## config.mk

```make
export PLATFORM = sky130hd
export DESIGN_NAME = tcc_channel
export DESIGN_NICKNAME = d
export VERILOG_FILES = /design/src/common/tcc_pkg.sv /design/src/core/tcc_prescaler.sv /design/src/core/tcc_channel.sv
export SDC_FILE = /design/constraint.sdc
export NUM_CORES = 1
export LEC_CHECK = 0
export ABC_AREA = 1
export BUFFER_PORTS_ARGS = -buffer_cell sky130_fd_sc_hd__buf_4
export CAP_MARGIN = 20
export CORE_MARGIN = 10
export CORE_UTILIZATION = 55
export CTS_CLUSTER_SIZE = 8
export DETAILED_ROUTE_END_ITERATION = 7
export PLACE_DENSITY_LB_ADDON = 0.12
export REMOVE_ABC_BUFFERS = 1
export SYNTH_ARGS = -nofsm -noshare
export SYNTH_HDL_FRONTEND = slang
export SYNTH_HIERARCHICAL = 1
export SYNTH_SLANG_ARGS = --single-unit
```

## constraint.sdc

```tcl
create_clock -name SYS_CLK -period 6.1 [get_ports SYS_CLK]
set_input_delay 0.61 -clock SYS_CLK [delete_from_list [all_inputs] [get_ports SYS_CLK]]
set_output_delay 0.61 -clock SYS_CLK [all_outputs]
set_load 0.03 [all_outputs]
```

## src/common/tcc_pkg.sv

```systemverilog
// Shared constants and types for the timer counter capture channel.
// Assumes a single master clock domain; all control bits arrive as plain ports.
package tcc_pkg;

  localparam int CV_W        = 16;
  localparam logic [CV_W-1:0] CV_MAX  = 16'hFFFF;
  localparam logic [CV_W-1:0] CV_ZERO = 16'h0000;
  localparam logic [CV_W-1:0] CV_ONE  = 16'h0001;

  // Prescaler: tap bits give master clock divided by 2, 8, 32, 128, 1024
  localparam int PRE_W    = 10;
  localparam int N_INTCLK = 5;
  localparam int DIV_TAP [0:N_INTCLK-1] = '{0, 2, 4, 6, 9};
  localparam logic [PRE_W-1:0] PRE_ONE = 10'h001;
  localparam logic [PRE_W-1:0] PRE_ZERO = 10'h000;

  // Clock source select: 0..4 internal divided clocks, 5..7 external inputs
  localparam logic [2:0] CLKSRC_EXT0 = 3'h5;

  // Burst gate select
  localparam logic [1:0] BURST_NONE = 2'h0;

  // Edge select encodings (trigger edge, load edges)
  localparam logic [1:0] EDGE_NONE    = 2'h0;
  localparam logic [1:0] EDGE_RISING  = 2'h1;
  localparam logic [1:0] EDGE_FALLING = 2'h2;
  localparam logic [1:0] EDGE_BOTH    = 2'h3;

  // Waveform external event select
  localparam logic [1:0] EVT_LINE_B = 2'h0;

  // Chaining select for each external clock input
  localparam logic [1:0] CHAIN_PIN  = 2'h0;
  localparam logic [1:0] CHAIN_NONE = 2'h1;
  localparam logic [1:0] CHAIN_SIB0 = 2'h2;
  localparam logic [1:0] CHAIN_SIB1 = 2'h3;

  // Synchroniser bit layout
  localparam int SYNC_W   = 7;
  localparam int SY_PIN0  = 0;
  localparam int SY_SIB0  = 3;
  localparam int SY_SIB1  = 4;
  localparam int SY_LINEA = 5;
  localparam int SY_LINEB = 6;

  // Sticky status flag positions
  localparam int ST_W      = 6;
  localparam int ST_OVF    = 0;
  localparam int ST_OVRUN  = 1;
  localparam int ST_CMPC   = 2;
  localparam int ST_LOADA  = 3;
  localparam int ST_LOADB  = 4;
  localparam int ST_EXTTRG = 5;
  localparam logic [ST_W-1:0] ST_RESET = 6'h00;

  typedef enum logic [2:0] {
    TCC_CLK_DISABLED = 3'b001,
    TCC_CLK_STOPPED  = 3'b010,
    TCC_CLK_RUNNING  = 3'b100
  } tcc_clk_state_t;

endpackage : tcc_pkg

```

## src/core/tcc_prescaler.sv

```systemverilog
// Free running prescaler giving rise and fall enables of the divided clocks.
// Assumes the master clock and its asynchronous active-low reset.
`timescale 1ns/1ns
module tcc_prescaler
  import tcc_pkg::*;
(
  input  wire logic                clk,
  input  wire logic                rst_n,
  output logic [N_INTCLK-1:0]      rise,
  output logic [N_INTCLK-1:0]      fall
);

  logic [PRE_W-1:0] count;
  logic [PRE_W-1:0] next_count;

  always_comb begin
    next_count = count + PRE_ONE;
  end

  always_ff @(posedge clk or negedge rst_n) begin
    if (!rst_n) begin
      count <= PRE_ZERO;
    end else begin
      count <= next_count;
    end
  end

  // Edge enables fire in the cycle before the tap bit changes
  for (genvar i = 0; i < N_INTCLK; i++) begin : g_tap
    assign rise[i] = next_count[DIV_TAP[i]] & ~count[DIV_TAP[i]]; // RQ23
    assign fall[i] = ~next_count[DIV_TAP[i]] & count[DIV_TAP[i]]; // RQ23
  end

endmodule : tcc_prescaler

```

## src/core/tcc_channel.sv

```systemverilog
// One timer counter channel in capture mode with clock chaining and sync trigger.
// Assumes pins are asynchronous; commands and reads are one-cycle pulses on SYS_CLK.
// Notes on behaviour
// RQ1 - 16-bit counter steps up on each valid selected-clock edge; value always visible.
// RQ2 - Wrap from all ones to zero sets the overflow flag.
// RQ3 - Trigger clears counter at the next valid counting edge, not at once.
// RQ4 - Block mode routes each external clock input to a pin or sibling line A.
// RQ5 - Clock select picks five divided clocks or three external inputs.
// RQ6 - Invert bit makes counting use the opposite clock edge.
// RQ7 - Burst gate passes the counting clock only while chosen input is high.
// RQ8 - External clocks hold each level over one master period, under rate/2.5.
// RQ9 - Enable and disable commands control the clock; status shows enabled.
// RQ10 - Load B or compare C may disable; only enable command re-enables.
// RQ11 - Any trigger starts the counter clock when the clock is enabled.
// RQ12 - Load B or compare C may stop; start and stop ignored while disabled.
// RQ13 - Waveform bit picks mode; capture uses lines as inputs, waveform drives them; line B is not driven while it is the event line.
// RQ14 - Software trigger and block sync command each trigger the channel.
// RQ15 - Compare C trigger enable triggers when counter equals compare value.
// RQ16 - Waveform external event on line B or external inputs, trigger when enabled.
// RQ17 - Capture trigger uses line A or B with chosen edge; zero disables.
// RQ18 - External trigger pulses must last longer than one master period.
// RQ19 - Every trigger takes effect at the next active counting edge.
// RQ20 - Capture registers A and B latch counter on their chosen line A edge.
// RQ21 - A loads after trigger or B load; B loads only after A loads.
// RQ22 - Reloading an unread capture register overwrites it and sets overrun.
// RQ23 - Internal clocks are master clock divided by 2, 8, 32, 128, 1024.
// RQ24 - Interrupt output high while any enabled status flag is set.
`timescale 1ns/1ns
module tcc_channel
  import tcc_pkg::*;
(
  input  wire logic                   SYS_CLK,
  input  wire logic                   RST_N,
  input  wire logic [2:0]             EXTERNAL_CLOCK_PINS,
  input  wire logic [1:0]             SIBLING_LINE_A,
  input  wire logic                   IO_LINE_A_IN,
  output logic                        IO_LINE_A_OUT,
  output logic                        IO_LINE_A_OE,
  input  wire logic                   IO_LINE_B_IN,
  output logic                        IO_LINE_B_OUT,
  output logic                        IO_LINE_B_OE,
  input  wire logic [5:0]             BLOCK_MODE_CHAIN,
  input  wire logic                   SYNC_CMD,
  input  wire logic                   CLOCK_ENABLE_CMD,
  input  wire logic                   CLOCK_DISABLE_CMD,
  input  wire logic                   SOFTWARE_TRIGGER_CMD,
  input  wire logic [2:0]             CLOCK_SOURCE_SELECT,
  input  wire logic                   CLOCK_INVERT,
  input  wire logic [1:0]             BURST_SELECT,
  input  wire logic                   WAVE_MODE,
  input  wire logic                   LOAD_B_DISABLES_CLOCK,
  input  wire logic                   LOAD_B_STOPS_CLOCK,
  input  wire logic                   COMPARE_C_DISABLES_CLOCK,
  input  wire logic                   COMPARE_C_STOPS_CLOCK,
  input  wire logic                   COMPARE_C_TRIGGER_ENABLE,
  input  wire logic [1:0]             EXT_EVENT_SELECT,
  input  wire logic                   EXT_EVENT_TRIGGER_ENABLE,
  input  wire logic                   EXT_TRIGGER_SOURCE_SELECT,
  input  wire logic [1:0]             EXT_TRIGGER_EDGE_SELECT,
  input  wire logic [1:0]             LOAD_A_EDGE_SELECT,
  input  wire logic [1:0]             LOAD_B_EDGE_SELECT,
  input  wire logic [tcc_pkg::CV_W-1:0] COMPARE_REG_C,
  input  wire logic                   CAPTURE_A_READ,
  input  wire logic                   CAPTURE_B_READ,
  input  wire logic                   STATUS_READ,
  input  wire logic [tcc_pkg::ST_W-1:0] INTERRUPT_MASK,
  output logic [tcc_pkg::CV_W-1:0]    COUNTER_VALUE,
  output logic [tcc_pkg::CV_W-1:0]    CAPTURE_REG_A,
  output logic [tcc_pkg::CV_W-1:0]    CAPTURE_REG_B,
  output logic [tcc_pkg::ST_W-1:0]    CHANNEL_STATUS,
  output logic                        CLOCK_ENABLED_STATUS,
  output logic                        INTERRUPT
);
  import tcc_pkg::*;

  function automatic logic edge_hit(input logic [1:0] sel, input logic r, input logic f);
    edge_hit = ((sel == EDGE_RISING) && r) || ((sel == EDGE_FALLING) && f) || ((sel == EDGE_BOTH) && (r || f));
  endfunction : edge_hit

  // Pin synchronisers plus a delay stage for edge detection
  logic [SYNC_W-1:0] sync1, sync2, sync3;
  always_ff @(posedge SYS_CLK or negedge RST_N) begin
    if (!RST_N) begin
      sync1 <= '0;
      sync2 <= '0;
      sync3 <= '0;
    end else begin
      sync1 <= {IO_LINE_B_IN, IO_LINE_A_IN, SIBLING_LINE_A, EXTERNAL_CLOCK_PINS};
      sync2 <= sync1;
      sync3 <= sync2;
    end
  end

  logic [N_INTCLK-1:0] pre_rise, pre_fall;
  tcc_prescaler u_prescaler (
    .clk   (SYS_CLK),
    .rst_n (RST_N),
    .rise  (pre_rise),
    .fall  (pre_fall)
  );

  // External clock inputs: pin or sibling line A
  logic [2:0] xc_now, xc_prev, xc_rise, xc_fall;
  for (genvar n = 0; n < 3; n++) begin : g_chain
    logic [1:0] sel;
    assign sel        = BLOCK_MODE_CHAIN[2*n +: 2];
    assign xc_now[n]  = (sel == CHAIN_PIN)  ? sync2[SY_PIN0+n] :                   // RQ4
                        (sel == CHAIN_SIB0) ? sync2[SY_SIB0] :
                        (sel == CHAIN_SIB1) ? sync2[SY_SIB1] : 1'b0;
    assign xc_prev[n] = (sel == CHAIN_PIN)  ? sync3[SY_PIN0+n] :
                        (sel == CHAIN_SIB0) ? sync3[SY_SIB0] :
                        (sel == CHAIN_SIB1) ? sync3[SY_SIB1] : 1'b0;
    assign xc_rise[n] = xc_now[n] & ~xc_prev[n];
    assign xc_fall[n] = ~xc_now[n] & xc_prev[n];
  end

  logic a_rise, a_fall, b_rise, b_fall;
  assign a_rise = sync2[SY_LINEA] & ~sync3[SY_LINEA];
  assign a_fall = ~sync2[SY_LINEA] & sync3[SY_LINEA];
  assign b_rise = sync2[SY_LINEB] & ~sync3[SY_LINEB];
  assign b_fall = ~sync2[SY_LINEB] & sync3[SY_LINEB];

  // Counting clock selection, inversion and burst gating
  logic sel_rise, sel_fall, gate_ok, count_tick;
  always_comb begin
    if (CLOCK_SOURCE_SELECT < CLKSRC_EXT0) begin
      sel_rise = pre_rise[CLOCK_SOURCE_SELECT];                                   // RQ5
      sel_fall = pre_fall[CLOCK_SOURCE_SELECT];
    end else begin
      sel_rise = xc_rise[2'(CLOCK_SOURCE_SELECT - CLKSRC_EXT0)];                  // RQ5
      sel_fall = xc_fall[2'(CLOCK_SOURCE_SELECT - CLKSRC_EXT0)];
    end
    gate_ok    = (BURST_SELECT == BURST_NONE) ? 1'b1 : xc_now[2'(BURST_SELECT - 2'h1)]; // RQ7
    count_tick = (CLOCK_INVERT ? sel_fall : sel_rise) && gate_ok;                 // RQ6
  end

  // Trigger sources
  logic cpc_event, ext_trigger, trigger;
  logic cap_src_r, cap_src_f, evt_r, evt_f;
  always_comb begin
    cap_src_r = EXT_TRIGGER_SOURCE_SELECT ? b_rise : a_rise;
    cap_src_f = EXT_TRIGGER_SOURCE_SELECT ? b_fall : a_fall;
    evt_r     = (EXT_EVENT_SELECT == EVT_LINE_B) ? b_rise : xc_rise[2'(EXT_EVENT_SELECT - 2'h1)];
    evt_f     = (EXT_EVENT_SELECT == EVT_LINE_B) ? b_fall : xc_fall[2'(EXT_EVENT_SELECT - 2'h1)];
    if (WAVE_MODE) begin
      ext_trigger = EXT_EVENT_TRIGGER_ENABLE && edge_hit(EXT_TRIGGER_EDGE_SELECT, evt_r, evt_f); // RQ16
    end else begin
      ext_trigger = edge_hit(EXT_TRIGGER_EDGE_SELECT, cap_src_r, cap_src_f);      // RQ17
    end
    trigger = SOFTWARE_TRIGGER_CMD || SYNC_CMD || ext_trigger ||                 // RQ14
              (COMPARE_C_TRIGGER_ENABLE && cpc_event);                           // RQ15
  end

  // Capture load decisions
  logic a_loaded, a_unread, b_unread;
  logic lda_load, ldb_load, overrun_ev;
  always_comb begin
    lda_load   = !WAVE_MODE && edge_hit(LOAD_A_EDGE_SELECT, a_rise, a_fall) && !a_loaded; // RQ20 RQ21
    ldb_load   = !WAVE_MODE && edge_hit(LOAD_B_EDGE_SELECT, a_rise, a_fall) && a_loaded;  // RQ20 RQ21
    overrun_ev = (lda_load && a_unread) || (ldb_load && b_unread);               // RQ22
  end

  // Clock control state
  tcc_clk_state_t clk_state, next_clk_state;
  logic disable_ev, stop_ev;
  always_comb begin
    disable_ev = CLOCK_DISABLE_CMD || (!WAVE_MODE && ldb_load && LOAD_B_DISABLES_CLOCK) || // RQ10
                 (WAVE_MODE && cpc_event && COMPARE_C_DISABLES_CLOCK);
    stop_ev    = (!WAVE_MODE && ldb_load && LOAD_B_STOPS_CLOCK) ||                // RQ12
                 (WAVE_MODE && cpc_event && COMPARE_C_STOPS_CLOCK);
    next_clk_state = clk_state;
    unique case (clk_state)
      TCC_CLK_DISABLED: begin
        if (CLOCK_ENABLE_CMD && !disable_ev) begin
          next_clk_state = TCC_CLK_STOPPED;                                        // RQ9 RQ10
        end
      end
      TCC_CLK_STOPPED, TCC_CLK_RUNNING: begin
        if (disable_ev) begin
          next_clk_state = TCC_CLK_DISABLED;                                       // RQ9
        end else if (trigger) begin
          next_clk_state = TCC_CLK_RUNNING;                                        // RQ11
        end else if (stop_ev) begin
          next_clk_state = TCC_CLK_STOPPED;                                        // RQ12
        end
      end
      default: next_clk_state = TCC_CLK_DISABLED;
    endcase
  end

  always_ff @(posedge SYS_CLK or negedge RST_N) begin
    if (!RST_N) begin
      clk_state <= TCC_CLK_DISABLED;
    end else begin
      clk_state <= next_clk_state;
    end
  end

  // Counter, pending trigger and compare C
  logic            trig_pending, next_trig_pending;
  logic [CV_W-1:0] next_cv;
  logic            next_cpc_event, count_step, ovf_ev;
  always_comb begin
    count_step        = count_tick && (clk_state == TCC_CLK_RUNNING);
    next_trig_pending = trigger || (trig_pending && !count_step);                 // RQ19
    ovf_ev            = count_step && !trig_pending && (COUNTER_VALUE == CV_MAX); // RQ2
    next_cv           = COUNTER_VALUE;
    if (count_step) begin
      next_cv = trig_pending ? CV_ZERO : COUNTER_VALUE + CV_ONE;                  // RQ1 RQ3
    end
    next_cpc_event    = count_step && (next_cv == COMPARE_REG_C);                 // RQ15
  end

  always_ff @(posedge SYS_CLK or negedge RST_N) begin
    if (!RST_N) begin
      COUNTER_VALUE <= CV_ZERO;
      trig_pending  <= 1'b0;
      cpc_event     <= 1'b0;
    end else begin
      COUNTER_VALUE <= next_cv;
      trig_pending  <= next_trig_pending;
      cpc_event     <= next_cpc_event;
    end
  end

  // Capture registers and load ordering
  logic            next_a_loaded, next_a_unread, next_b_unread;
  logic [CV_W-1:0] next_cap_a, next_cap_b;
  always_comb begin
    next_a_loaded = a_loaded;
    if (lda_load) begin
      next_a_loaded = 1'b1;                                                        // RQ21
    end else if (ldb_load || trigger) begin
      next_a_loaded = 1'b0;                                                        // RQ21
    end
    next_a_unread = lda_load || (a_unread && !CAPTURE_A_READ);                    // RQ22
    next_b_unread = ldb_load || (b_unread && !CAPTURE_B_READ);                    // RQ22
    next_cap_a    = lda_load ? COUNTER_VALUE : CAPTURE_REG_A;                     // RQ20
    next_cap_b    = ldb_load ? COUNTER_VALUE : CAPTURE_REG_B;                     // RQ20
  end

  always_ff @(posedge SYS_CLK or negedge RST_N) begin
    if (!RST_N) begin
      a_loaded      <= 1'b0;
      a_unread      <= 1'b0;
      b_unread      <= 1'b0;
      CAPTURE_REG_A <= CV_ZERO;
      CAPTURE_REG_B <= CV_ZERO;
    end else begin
      a_loaded      <= next_a_loaded;
      a_unread      <= next_a_unread;
      b_unread      <= next_b_unread;
      CAPTURE_REG_A <= next_cap_a;
      CAPTURE_REG_B <= next_cap_b;
    end
  end

  // Sticky status flags and interrupt
  logic [ST_W-1:0] events, next_status;
  logic            next_interrupt, next_enabled;
  always_comb begin
    events              = '0;
    events[ST_OVF]      = ovf_ev;                                                  // RQ2
    events[ST_OVRUN]    = overrun_ev;                                              // RQ22
    events[ST_CMPC]     = cpc_event;
    events[ST_LOADA]    = lda_load;
    events[ST_LOADB]    = ldb_load;
    events[ST_EXTTRG]   = ext_trigger;
    next_status         = events | (CHANNEL_STATUS & {ST_W{!STATUS_READ}});
    next_interrupt      = |(next_status & INTERRUPT_MASK);                          // RQ24
    next_enabled        = (next_clk_state != TCC_CLK_DISABLED);                     // RQ9
  end

  always_ff @(posedge SYS_CLK or negedge RST_N) begin
    if (!RST_N) begin
      CHANNEL_STATUS       <= ST_RESET;
      INTERRUPT            <= 1'b0;
      CLOCK_ENABLED_STATUS <= 1'b0;
    end else begin
      CHANNEL_STATUS       <= next_status;
      INTERRUPT            <= next_interrupt;
      CLOCK_ENABLED_STATUS <= next_enabled;
    end
  end

  // Line directions; waveform level generation lies outside this channel
  assign IO_LINE_A_OE  = WAVE_MODE;                                                // RQ13
  assign IO_LINE_B_OE  = WAVE_MODE && (EXT_EVENT_SELECT != EVT_LINE_B);            // RQ13
  assign IO_LINE_A_OUT = 1'b0;
  assign IO_LINE_B_OUT = 1'b0;
endmodule : tcc_channel

```

; ---- After elaboration in Yosys (flattened, before gate mapping)
; Index checks and enable logic that the tools add are counted.
[op_classes]
addsub = 5
mul = 0
n_div = 0
order_cmp = 5
eq_ne = 21
shift = 0
n_mux = 50
n_bitwise = 43
n_reduce_logical = 75
[op_table]
columns = cell, n
row1 = $logic_and A1 B1 Y1, 36
row2 = $mux W1, 36
row3 = $mux W16, 2
row4 = $eq A2 B2 Y1 const B, 12
row5 = $logic_or A1 B1 Y1, 22
row6 = $and A1 B1 Y1, 20
row7 = $not A1 Y1, 20
row8 = $add A16 B1 Y16 const B, 1
row9 = $eq A16 B16 Y1, 1
row10 = $eq A16 B16 Y1 const B, 1
row11 = $and A6 B6 Y6, 2
row12 = $mux W3, 4
row13 = $add A10 B1 Y10 const B, 1
row14 = $bmux W1 S2, 5
row15 = $logic_not A2 Y1, 5
row16 = $lt A2 B3 Y1 const B, 3
row17 = $logic_not A1 Y1, 8
row18 = $bmux W1 S3, 2
row19 = $eq A2 B1 Y1 const B, 3
row20 = $or A6 B6 Y6, 1
row21 = $pmux W3 S2, 1
row22 = $reduce_or A6 Y1, 1
row23 = $sub A2 B1 Y2 const B, 3
row24 = $lt A3 B4 Y1 const B, 1
row25 = other kinds (7), 8
[word_totals]
register_bits = 95
latchBits = 0
mem_bits_rw = 0
romBits = 0
in_bits = 66
output_inout_bits = 60
elab_cells = 215
mem_count = 0

; ---- Logic depth before layout (Yosys ltp)
; Gate-level depths: netlist of run 1.
[logic_depth]
depth_word = 20
mapped_depth = 22
ltp_nobuf = 21

; ---- Modules after synthesis
; The synthesis of run 1 kept the hierarchy.
[by_module_without_submodules]
columns = mod, n_inst, cells_per_inst, area_each_um2, seq_area_each_um2
row1 = tcc_channel, 1, 593, 4493.1, 2128.3
row2 = tcc_prescaler, 1, 60, 573.0, 250.2

; ---- Worst setup path before layout of run 1
; OpenSTA, ideal clock, no wires.
[synth_path]
kind = input -> register
startpoint = input port BURST_SELECT[0]
endpoint = register cpc_event
setup_ns = 0.071
t_arrival_ns = 2.208
required_time_ns = 6.029
setup_slack_ns = 3.821
cell_stages = 18
path_buffers = 1
path_cell_list = inv_1 > ha_1 > nand2_1 > inv_1 > nand2_1 > nand3_1 > a21oi_4 > nand3_4 > buf_4 > nand2_1 > nand2_1 > nand2_1 > nand2_1 > nor2_1 > nand2_1 > nor2_1 > nand2_1 > nor2_1
[synth_between]
elab_chain_len = 9
elab_cells_between_ends = 10
cone_classes = add/sub (1) / eq/ne (1) / mux (4) / reduce/logical (4)
[synth_rtl]
columns = element, line
row1 = start: declaration, tcc_channel.sv:49  ; input wire logic [1:0] BURST_SELECT,
row2 = $sub A2 B1 Y2, tcc_channel.sv:133  ; gate_ok = (BURST_SELECT == BURST_NONE) ? 1'b1 : xc_now[2'(BURST_SELECT - 2'h1)];
row3 = $bmux W1 S2, tcc_channel.sv:133
row4 = $mux W1 (not written as such), tcc_channel.sv:133
row5 = $mux W1 (*), tcc_channel.sv:133
row6 = $logic_and A1 B1 Y1 (*), tcc_channel.sv:134  ; count_tick = (CLOCK_INVERT ? sel_fall : sel_rise) && gate_ok;
row7 = $logic_and A1 B1 Y1 (*), tcc_channel.sv:204  ; count_step = count_tick && (clk_state == TCC_CLK_RUNNING);
row8 = $mux W16, tcc_channel.sv:208  ; if (count_step) begin
row9 = $eq A16 B16 Y1, tcc_channel.sv:211  ; next_cpc_event = count_step && (next_cv == COMPARE_REG_C);
row10 = $logic_and A1 B1 Y1 (*), tcc_channel.sv:211
row11 = net next_cpc_event, tcc_channel.sv:202  ; logic next_cpc_event, count_step, ovf_ev;
row12 = end signal: assignment, tcc_channel.sv:222  ; cpc_event <= next_cpc_event;
row13 = end: declaration, tcc_channel.sv:138  ; logic cpc_event, ext_trigger, trigger;
; The timed path passes the listed nets; every way through them passes the cells marked *. The select of a mux whose other input is x is not followed.
; A chain may end at the register's enable or synchronous reset.

; ---- Worst setup path in the final report of run 1
[layout_path]
startpoint = register u_prescaler.count[0]
endpoint = register cpc_event
[layout_between]
elab_chain_len = 12
elab_cells_between_ends = 29
cone_classes = add/sub (1) / eq/ne (1) / mux (8) / bitwise (16) / reduce/logical (3)
[layout_rtl]
columns = element, line
row1 = start: declaration, tcc_prescaler.sv:13  ; logic [PRE_W-1:0] count;
row2 = start signal: assignment, tcc_prescaler.sv:24  ; count <= next_count;
row3 = $add A10 B1 Y10 (*), tcc_prescaler.sv:17  ; next_count = count + PRE_ONE;
row4 = $not A1 Y1 (*), tcc_prescaler.sv:31  ; assign fall[i] = ~next_count[DIV_TAP[i]] & count[DIV_TAP[i]];
row5 = $and A1 B1 Y1 (*), tcc_prescaler.sv:31
row6 = net pre_fall[3], tcc_channel.sv:94  ; logic [N_INTCLK-1:0] pre_rise, pre_fall;
row7 = $bmux W1 S3 (*), tcc_channel.sv:128  ; sel_fall = pre_fall[CLOCK_SOURCE_SELECT];
row8 = $mux W1 (not written as such) (*), tcc_channel.sv:128
row9 = $mux W1 (*), tcc_channel.sv:126  ; if (CLOCK_SOURCE_SELECT < CLKSRC_EXT0) begin
row10 = $mux W1 (*), tcc_channel.sv:134
row11 = $logic_and A1 B1 Y1 (*), tcc_channel.sv:134
row12 = $logic_and A1 B1 Y1 (*), tcc_channel.sv:204
row13 = $mux W16, tcc_channel.sv:208
row14 = $eq A16 B16 Y1, tcc_channel.sv:211
row15 = $logic_and A1 B1 Y1 (*), tcc_channel.sv:211
row16 = net next_cpc_event, tcc_channel.sv:202
; Marked as above.

==> results of run 1 <==
flip-flops by register name (all words and copies together), names as in the netlist, 3 cells and up:
register and flops:
u_prescaler/count 10, CAPTURE_REG_B 16, COUNTER_VALUE 16, sync2 7
CAPTURE_REG_A 16, CHANNEL_STATUS 6, sync3 7, sync1 7
clk_state 3
cells by family (layout without fill, tap and decap cells):
kind of cell    after synthesis  in the layout  synth area share
compound gates               78             78            0.0892
xor+xnor                     11             11            0.0190
fa+ha+maj                    14             14            0.0346
buf+inv                     122            242            0.0961
flops                        95             95             0.470
other cells                   1              2          0.000740
simple gates                332            332             0.291
metrics by stage:
step | std cells | hold WS [ns] | utilization | total power [mW] | setup WS (ns)
2_1_floorplan | 634 | 0.314 | - | 1.07 | 3.66
3_3_place_gp | 866 | 0.331 | 0.682 | 1.29 | 3.30
3_5_place_dp | 866 | 0.336 | 0.682 | 1.30 | 3.19
4_1_cts | 882 | 0.149 | 0.707 | 1.78 | 3.15
5_1_grt | 882 | 0.154 | 0.707 | 1.85 | 2.80
6_report | 882 | 0.157 | 0.707 | 1.76 | 3.15
power by group:
| part | internal [mW] | total, mW | switching [mW] |
|---|---|---|---|
| Sequential | 0.710 | 0.759 | 0.0489 |
| Clock | 0.244 | 0.478 | 0.235 |
| Combinational | 0.188 | 0.523 | 0.335 |
layout make-up:
class | instances | area (um2) | share of cell area
flip-flops and latches | 95 | 2380 | 0.380
inverters | 102 | 383 | 0.0612
repair buffers | 124 | 931 | 0.149
well taps | 108 | 135 | 0.0216
multi-input cells | 437 | 2200 | 0.352
clock buffers | 11 | 141 | 0.0226
clock inverters | 5 | 82.6 | 0.0132
path summary, 6_finish.rpt:
check / endpoint / start
hold / removal: sync3[3] / RST_N
max in group asynchronous: CAPTURE_REG_A[2] / RST_N
min in group SYS_CLK: sync1[2] / EXTERNAL_CLOCK_PINS[2]
setup / recovery: cpc_event / u_prescaler/count[0]
setup reg to reg: cpc_event / u_prescaler/count[0]
hold reg to reg: sync2[3] / sync1[3]
routing by layer:
layer  part of all wire  vias to the layer above  track usage
met1               0.40                     2203        0.255
met2               0.50                      177        0.370
li1                   -                     2299            -
met5                  0                        -            0
met4              0.022                        0       0.0809
met3              0.079                       23       0.0568
cell usage in the layout (no fill, tap or decap), types with 11 or more instances in the layout:
cell / n
buf_4: 124
inv_1: 89
a21oi_1: 13
inv_2: 11
o21ai_0: 45
dfrtp_1: 94
ha_1: 14
nand2_1: 192
nor2_1: 37
nand3_1: 56
nand4_1: 16
worst max-delay path: stages, from the launching register on:
cell     delay [ns]
dfrtp_1        0.39
ha_1           0.23
nand2_1        0.13
nor3_1         0.29
ha_1           0.20
nand2_1        0.05
nand3_1        0.09
a31oi_1        0.11
nand2_2        0.26
nand3_4        0.27
nor2_1         0.30
nand2_1        0.14
nand3_1        0.09
nand2_1        0.05
nor2_1         0.09
nand3_1        0.09
nor2_1         0.11
==> flow_summary.yaml, run 1 <==
floorplan:
  dieArea_um2: 13500
  initial_core_util: 0.573
  rows: 34
  fp.dieH_um: 116
  die_x_um: 116
  ios: 126
  fp.coreArea_um2: 8850
timing:
  tightest_slew_ns: 0.806
  fin_crit_sh: 0.484
  slew_headroom: 0.463
  setup_tns_ns: 0
  final_max_slew_viol_count: 0
  rsz0062_at_grt: "false"
  setup_viol: 0
  finalCriticalPeriod_ns: 2.95
  clock_skew_ns: 0.0146
  fmax_mhz: 338
  hold_viol: 0
route:
  wl_per_cell_um: 16.3
  remaining_drc_errors: 0
  finalWirelength_um: 14300
  drtIter0Drc: 426
  viasPerCell: 5.33
  num_vias: 4702
  dr.pass1.iters: 5
  ant_nets: 0
critical_path:
  cp_data_arrival_time_ns: 3.25
  start_kind: "flip-flop"
  critical_path.max_fanout: 19
  rrSetupSlack_ns: 3.15
  ff2ff_path_depth: 16
  crit_type: "reg2reg"
  required_ns: 6.40
  crit_path_end_kind: "flip-flop"
logic_synthesis:
  synthTopCellsByCount: "192 x nand2_1, 94 x dfrtp_1, 89 x inv_1"
  yosys.cell_types.count: 46
  synth_edf_count: 0
  synthArstFlopShare: 1.00
  syn_area_um2: 5070
  synth_area_per_cell_um2: 7.76
  ys_ff_latch: 95
  synth_cells: 653
  yosys_warnings: 6
  synth_area_leader_cell: "dfrtp_1"
  yosysMostFrequentCell: "nand2_1"
  synth_top_cell_area_share: 0.464
  synth.area.top_cells: "dfrtp_1 46%, nand2_1 14%, inv_1 6.6%, nand3_1 5.5%, o21ai_0 4.4%"
  synth_seq_area_share: 0.469
  synthFlopType: "dfrtp_1"
placed_design:
  place_area_um2: 6030
  port_buffers: 123
  dp_hpwl_um: 11100
  gp_congestion: 0.930
global_route:
  gr-usage-all-layers: 0.216
  grt_max_degree: 66
  grt_pass1_wl_um: 23000
  antenna_found_initial: 0
  grt_pass1_vias: 4724
  overflow: 0
clock_tree:
  cts_buffers: 9
  ctsHoldBuffers: 0
  path_clk_slew_ns: 0.09
  cts_buffer_depth: 2
  cts_tree: "built"
  post_cts_resized: 0
  clkLatencyLatePin_ns: 0.37
  clock-sinks: 95
  htree_levels: 3
  cts_root_buffer: "clkbuf_8"
  cts_setup_buffers: 0
power_and_ir_drop:
  ir_drop_v: 0.000231
  power.density_nw_per_um2: 281
  p_leak_nw: 3.42
finish:
  fin_area_um2: 6260
  fillCellCount: 724
  area_delta_synth_final_pct: 23.5
  diodes: 0
  fin_nets: 849
  drive_gt1_frac: 0.218
outcome:
  outcome: "completed"
flow_run:
  maxCapViolations: 0
hold_path:
  hold_path.class: "in2async"
(Power assumes the default switching activity.)
==> run 2: changes to the inputs <==
CORE_UTILIZATION = 54   (was 55)
clock period = 3.01 ns   (was 6.1 ns; I/O delays follow)
==> flow_summary.yaml, run 2 (synthesized netlist as in run 1, its figures left out) <==
outcome:
  outcome: "completed"
critical_path:
  crit_path_end_kind: "flip-flop"
  endpoint: "cpc_event"
  critical_path.max_fanout: 15
  slowest_delay_ns: 0.40
  path_common_cell: "nand2_1"
  cp_cell_sequence: "ha_1, nand2_1, nor3_1, ha_1, nand2_1, a21oi_1, nor2_1, nand2_4, nand3_4, nor2_2, nand2_1, o21ai_1, nand2_1, nand2_1, nor2_1, nand2_1, nor2_1"
  cp_data_arrival_time_ns: 2.93
  critical_path.startpoint: "u_prescaler/count[0]"
  rr_startpoint: "u_prescaler/count[0]"
  crit_type: "reg2reg"
  start_kind: "flip-flop"
  rrSetupSlack_ns: 0.35
  ff2ff_path_depth: 17
  worstReg2RegEnd: "cpc_event"
  required_ns: 3.28
  crit_slowest_cell: "dfrtp_1"
global_route:
  grt_pass1_vias: 4757
  grt_pass1_wl_um: 22700
  overflow: 0
  gr-usage-all-layers: 0.210
  grt_max_degree: 89
  antenna_found_initial: 0
clock_tree:
  cts_buffer_depth: 2
  cts_root_buffer: "clkbuf_8"
  cts_buffers: 9
  clkLatencyLatePin_ns: 0.37
  htree_levels: 3
  cts_tree: "built"
  path_clk_slew_ns: 0.11
  clock-sinks: 95
floorplan:
  die_x_um: 117
  initial_core_util: 0.551
  fp.coreArea_um2: 9200
  dieArea_um2: 13700
  ios: 126
  rows: 35
  fp.dieH_um: 117
timing:
  fmax_mhz: 376
  final_max_slew_viol_count: 0
  hold_viol: 0
  finalCriticalPeriod_ns: 2.66
  slew_headroom: 0.568
  clock_skew_ns: 0.0260
  setup_viol: 0
  tightest_slew_ns: 0.649
  fin_crit_sh: 0.884
route:
  finalWirelength_um: 14100
  viasPerCell: 5.29
  dr.pass1.iters: 5
  ant_nets: 0
  num_vias: 4713
  remaining_drc_errors: 0
  drtIter0Drc: 375
  wl_per_cell_um: 15.9
placed_design:
  port_buffers: 123
  place_area_um2: 6060
  gp_congestion: 0.976
  dp_hpwl_um: 10900
power_and_ir_drop:
  seq_power_share: 0.449
  p_leak_nw: 3.44
  power.density_nw_per_um2: 545
  p_sw_frac: 0.374
  comb_power_share: 0.308
  ir_drop_v: 0.000453
  internal-power_mw: 2.15
  p_clk_frac: 0.243
  power_mw: 3.43
  power.switching_mw: 1.28
finish:
  fin_area_um2: 6300
  fillCellCount: 799
  mostFrequentLayoutCells: "192 x nand2_1, 127 x buf_4, 94 x dfrtp_1, 89 x inv_1, 56 x nand3_1"
  final_common_cell: "nand2_1"
  fin_nets: 855
  drive_gt1_frac: 0.226
  diodes: 0
  area_delta_synth_final_pct: 24.4
  reg_top3: "CAPTURE_REG_A: 16 flops, CAPTURE_REG_B: 16 flops, COUNTER_VALUE: 16 flops"
hold_path:
  hold_path.class: "in2reg"
  min_from: "SIBLING_LINE_A[0]"
flow_run:
  maxCapViolations: 0
run 2: per-stage QoR:
step	worst slack, ns	utilization	hold WS (ns)	setup TNS (ns)	std cells
finish	0.350	0.685	0.0391	0	891
global route	-0.000980	0.685	0.0129	-0.000980	891
CTS	0.127	0.681	0.0236	0	887
detailed placement	0.133	0.659	0.127	0	870
global placement	0.361	0.659	0.125	0	870
floorplan	0.596	-	0.00541	0	634
run 2: area by class of cell:
cell class	instances	area, um2	share of cell area
flip-flops and latches	95	2380	0.377
multi-input cells	438	2220	0.353
clock buffers	9	124	0.0197
well taps	111	139	0.0220
repair buffers	129	983	0.156
inverters	102	383	0.0608
clock inverters	7	72.6	0.0115
run 2: worst max-delay path, delay by kind of cell (launching register included):
kind,cells,cell delay (ns)
AOI/OAI and AO/OA,2,0.23
adders and majority gates,2,0.42
DFF,1,0.40
and+or+nand+nor,13,1.53
run 2: timing repair:
item                       in CTS  in global routing
setup endpoints to repair       0                  2
hold endpoints to repair        7                  0
hold buffers                    1                  0
resized for setup               0                  2
buffers inserted                0                  3
run 2: routing by layer:
layer | vias to the layer above | routed length [um] | part of all wire | GRT usage
met4 | 0 | 201 | 0.014 | 0.0659
met3 | 23 | 1080 | 0.076 | 0.0566
li1 | 2313 | - | - | -
met1 | 2212 | 5870 | 0.42 | 0.254
met5 | - | 0 | 0 | 0
met2 | 165 | 6990 | 0.49 | 0.357
run 2: how the worst min path moves through the flow:
stage,end,slack (ns),cells past startpoint
4_1_cts,sync1[3],0.02,1
5_1_grt,sync1[1],0.01,1
3_5_place_dp,sync1[1],0.13,1
6_report,sync1[3],0.04,1
3_3_place_gp,sync1[1],0.12,1
2_1_floorplan,CAPTURE_REG_A[0],0.005,0
run 2: power groups by stage:
stage	Sequential (mW)	Combinational [mW]	Clock, mW
2_1_floorplan	1.84	0.317	0
3_3_place_gp	1.56	1.05	0
3_5_place_dp	1.57	1.07	0
4_1_cts	1.54	1.07	0.850
5_1_grt	1.56	1.16	0.907
6_report	1.54	1.06	0.834
==> run 3: changes to the inputs <==
CORE_MARGIN = 5   (was 10)
PLACE_DENSITY = 0.8   (was unset)
PLACE_DENSITY_LB_ADDON = unset   (was 0.12)
==> flow_summary.yaml, run 3 (synthesized netlist as in run 1, its figures left out) <==
route:
  remaining_drc_errors: 0
  drtIter0Drc: 252
  wl_per_cell_um: 15.0
  dr.pass1.iters: 5
  viasPerCell: 5.34
  num_vias: 4759
  finalWirelength_um: 13400
  ant_nets: 0
finish:
  seqCellArea_um2: 2380
  fillCellCount: 773
  mostFrequentLayoutCells: "192 x nand2_1, 127 x buf_4, 94 x dfrtp_1, 89 x inv_1, 56 x nand3_1"
  reg_top3: "CAPTURE_REG_A: 16 flops, CAPTURE_REG_B: 16 flops, COUNTER_VALUE: 16 flops"
  multi_input_area_um2: 2220
  diodes: 0
  drive_gt1_frac: 0.223
  area_delta_synth_final_pct: 24.1
  post-route-util: 0.684
  final_common_cell: "nand2_1"
  fin_nets: 856
timing:
  setup_tns_ns: 0
  clock_skew_ns: 0.0111
  fmax_mhz: 357
  fin_crit_sh: 0.931
  whs_ns: 0.0426
  setup_viol: 0
  hold_viol: 0
  rsz0062_at_grt: "false"
  tightest_slew_ns: 0.632
  final_max_slew_viol_count: 0
  finalCriticalPeriod_ns: 2.80
  finalWorstSetupSlack_ns: 0.208
  slew_headroom: 0.579
critical_path:
  cp_data_arrival_time_ns: 3.09
  slowest_delay_ns: 0.42
  crit_type: "reg2reg"
  start_kind: "flip-flop"
  required_ns: 3.30
  rrSetupSlack_ns: 0.21
  critical_path.max_fanout: 8
  crit_path_end_kind: "flip-flop"
  crit_family: "simple AND/OR/NAND/NOR gates"
  path_common_cell: "nand2_1"
  cp_cell_sequence: "ha_1, nand2_1, nor3_1, ha_1, nand2_1, nand3_1, a31oi_1, nand2_2, nand3_2, buf_4, nand2_1, nand3b_1, nand2_1, nor2_1, nand2_1, nor2_1, nand2_1, nor2_1"
  worst-path-buf-inv: 1
  crit_slowest_cell: "dfrtp_1"
global_route:
  grt_pass1_vias: 4640
  antenna_found_initial: 0
  overflow: 0
  grt_pass1_wl_um: 21800
  grt_max_degree: 50
  gr-usage-all-layers: 0.239
clock_tree:
  path_clk_slew_ns: 0.10
  htree_levels: 3
  cts_buffers: 9
  cts_buffer_depth: 2
  cts_tree: "built"
  clkLatencyLatePin_ns: 0.36
  cts_root_buffer: "clkbuf_8"
  clock-sinks: 95
flow_run:
  maxCapViolations: 0
placed_design:
  gp_congestion: 0.975
  port_buffers: 123
  dp_hpwl_um: 10300
  place_ws_ns: 0.182
floorplan:
  fp.coreArea_um2: 9200
  dieArea_um2: 11400
  initial_core_util: 0.551
  ios: 126
  rows: 35
  fp.dieH_um: 107
  die_x_um: 107
power_and_ir_drop:
  p_leak_nw: 3.42
  ir_drop_v: 0.000422
  power.density_nw_per_um2: 533
outcome:
  outcome: "completed"
hold_path:
  hold_path.class: "in2reg"
-- run 3: cell types whose count changed in the layout (fill, tap and decap cells not counted) --
cell / before / now
clkinvlp_4: 1 / 3
inv_8: 2 / 0
buf_12: 1 / 2
clkbuf_1: 0 / 1
clkinv_2: 0 / 1
clkinv_4: 2 / 1
clkinv_8: 1 / 0
inv_6: 1 / 0
nor2_1: 36 / 37
nor2_2: 3 / 2
-- run 3: final cells by class --
class	count	area share
timing repair buffer	130	0.160
clock buffer	10	0.0203
inverter	102	0.0609
tap	111	0.0221
multi-input combinational	438	0.353
sequential	95	0.378
clock inverter	5	0.00577
-- run 3: final timing paths --
path | end | depth (start not counted) | from
min reg2reg | sync2[0] | 0 | sync1[0]
min | sync1[1] | 1 | EXTERNAL_CLOCK_PINS[1]
max | cpc_event | 18 | u_prescaler/count[0]
max in group asynchronous | clk_state[0] | 3 | RST_N
max reg2reg | cpc_event | 18 | u_prescaler/count[0]
min in group asynchronous | sync3[1] | 2 | RST_N
-- run 3: where the power goes --
group	internal (mW)	switching, mW
sequential	1.44	0.101
clock	0.297	0.454
combinational	0.390	0.668
-- run 3: what timing repair did --
item	CTS	global route
endpoints found under the hold margin	48	0
buffers inserted	0	4
hold buffers	1	0
gates resized for setup	0	1
endpoints found under the setup margin	0	2
-- run 3: through the flow --
stage | power [mW] | area, um2 | cells
finish | 3.35 | 6290 | 891
global route | 3.55 | 6290 | 891
CTS | 3.38 | 6230 | 886
detailed placement | 2.62 | 6060 | 870
global placement | 2.60 | 6060 | 870
floorplan | 2.16 | 4970 | 634
-- run 3: worst register-to-register path, cell delays in order (launching register included) --
cell,delay (ns)
dfrtp_1,0.42
ha_1,0.25
nand2_1,0.17
nor3_1,0.10
ha_1,0.20
nand2_1,0.07
nand3_1,0.07
a31oi_1,0.22
nand2_2,0.20
nand3_2,0.25
buf_4,0.17
nand2_1,0.06
nand3b_1,0.09
nand2_1,0.05
nor2_1,0.09
nand2_1,0.05
nor2_1,0.13
nand2_1,0.07
nor2_1,0.08
-- run 3: layer usage --
metal / wire, um / track usage / share of wire
met1: 5740 / 0.319 / 0.43
met2: 6530 / 0.397 / 0.49
met3: 1000 / 0.0476 / 0.075
met4: 129 / 0.0648 / 0.0096
met5: 0 / 0 / 0
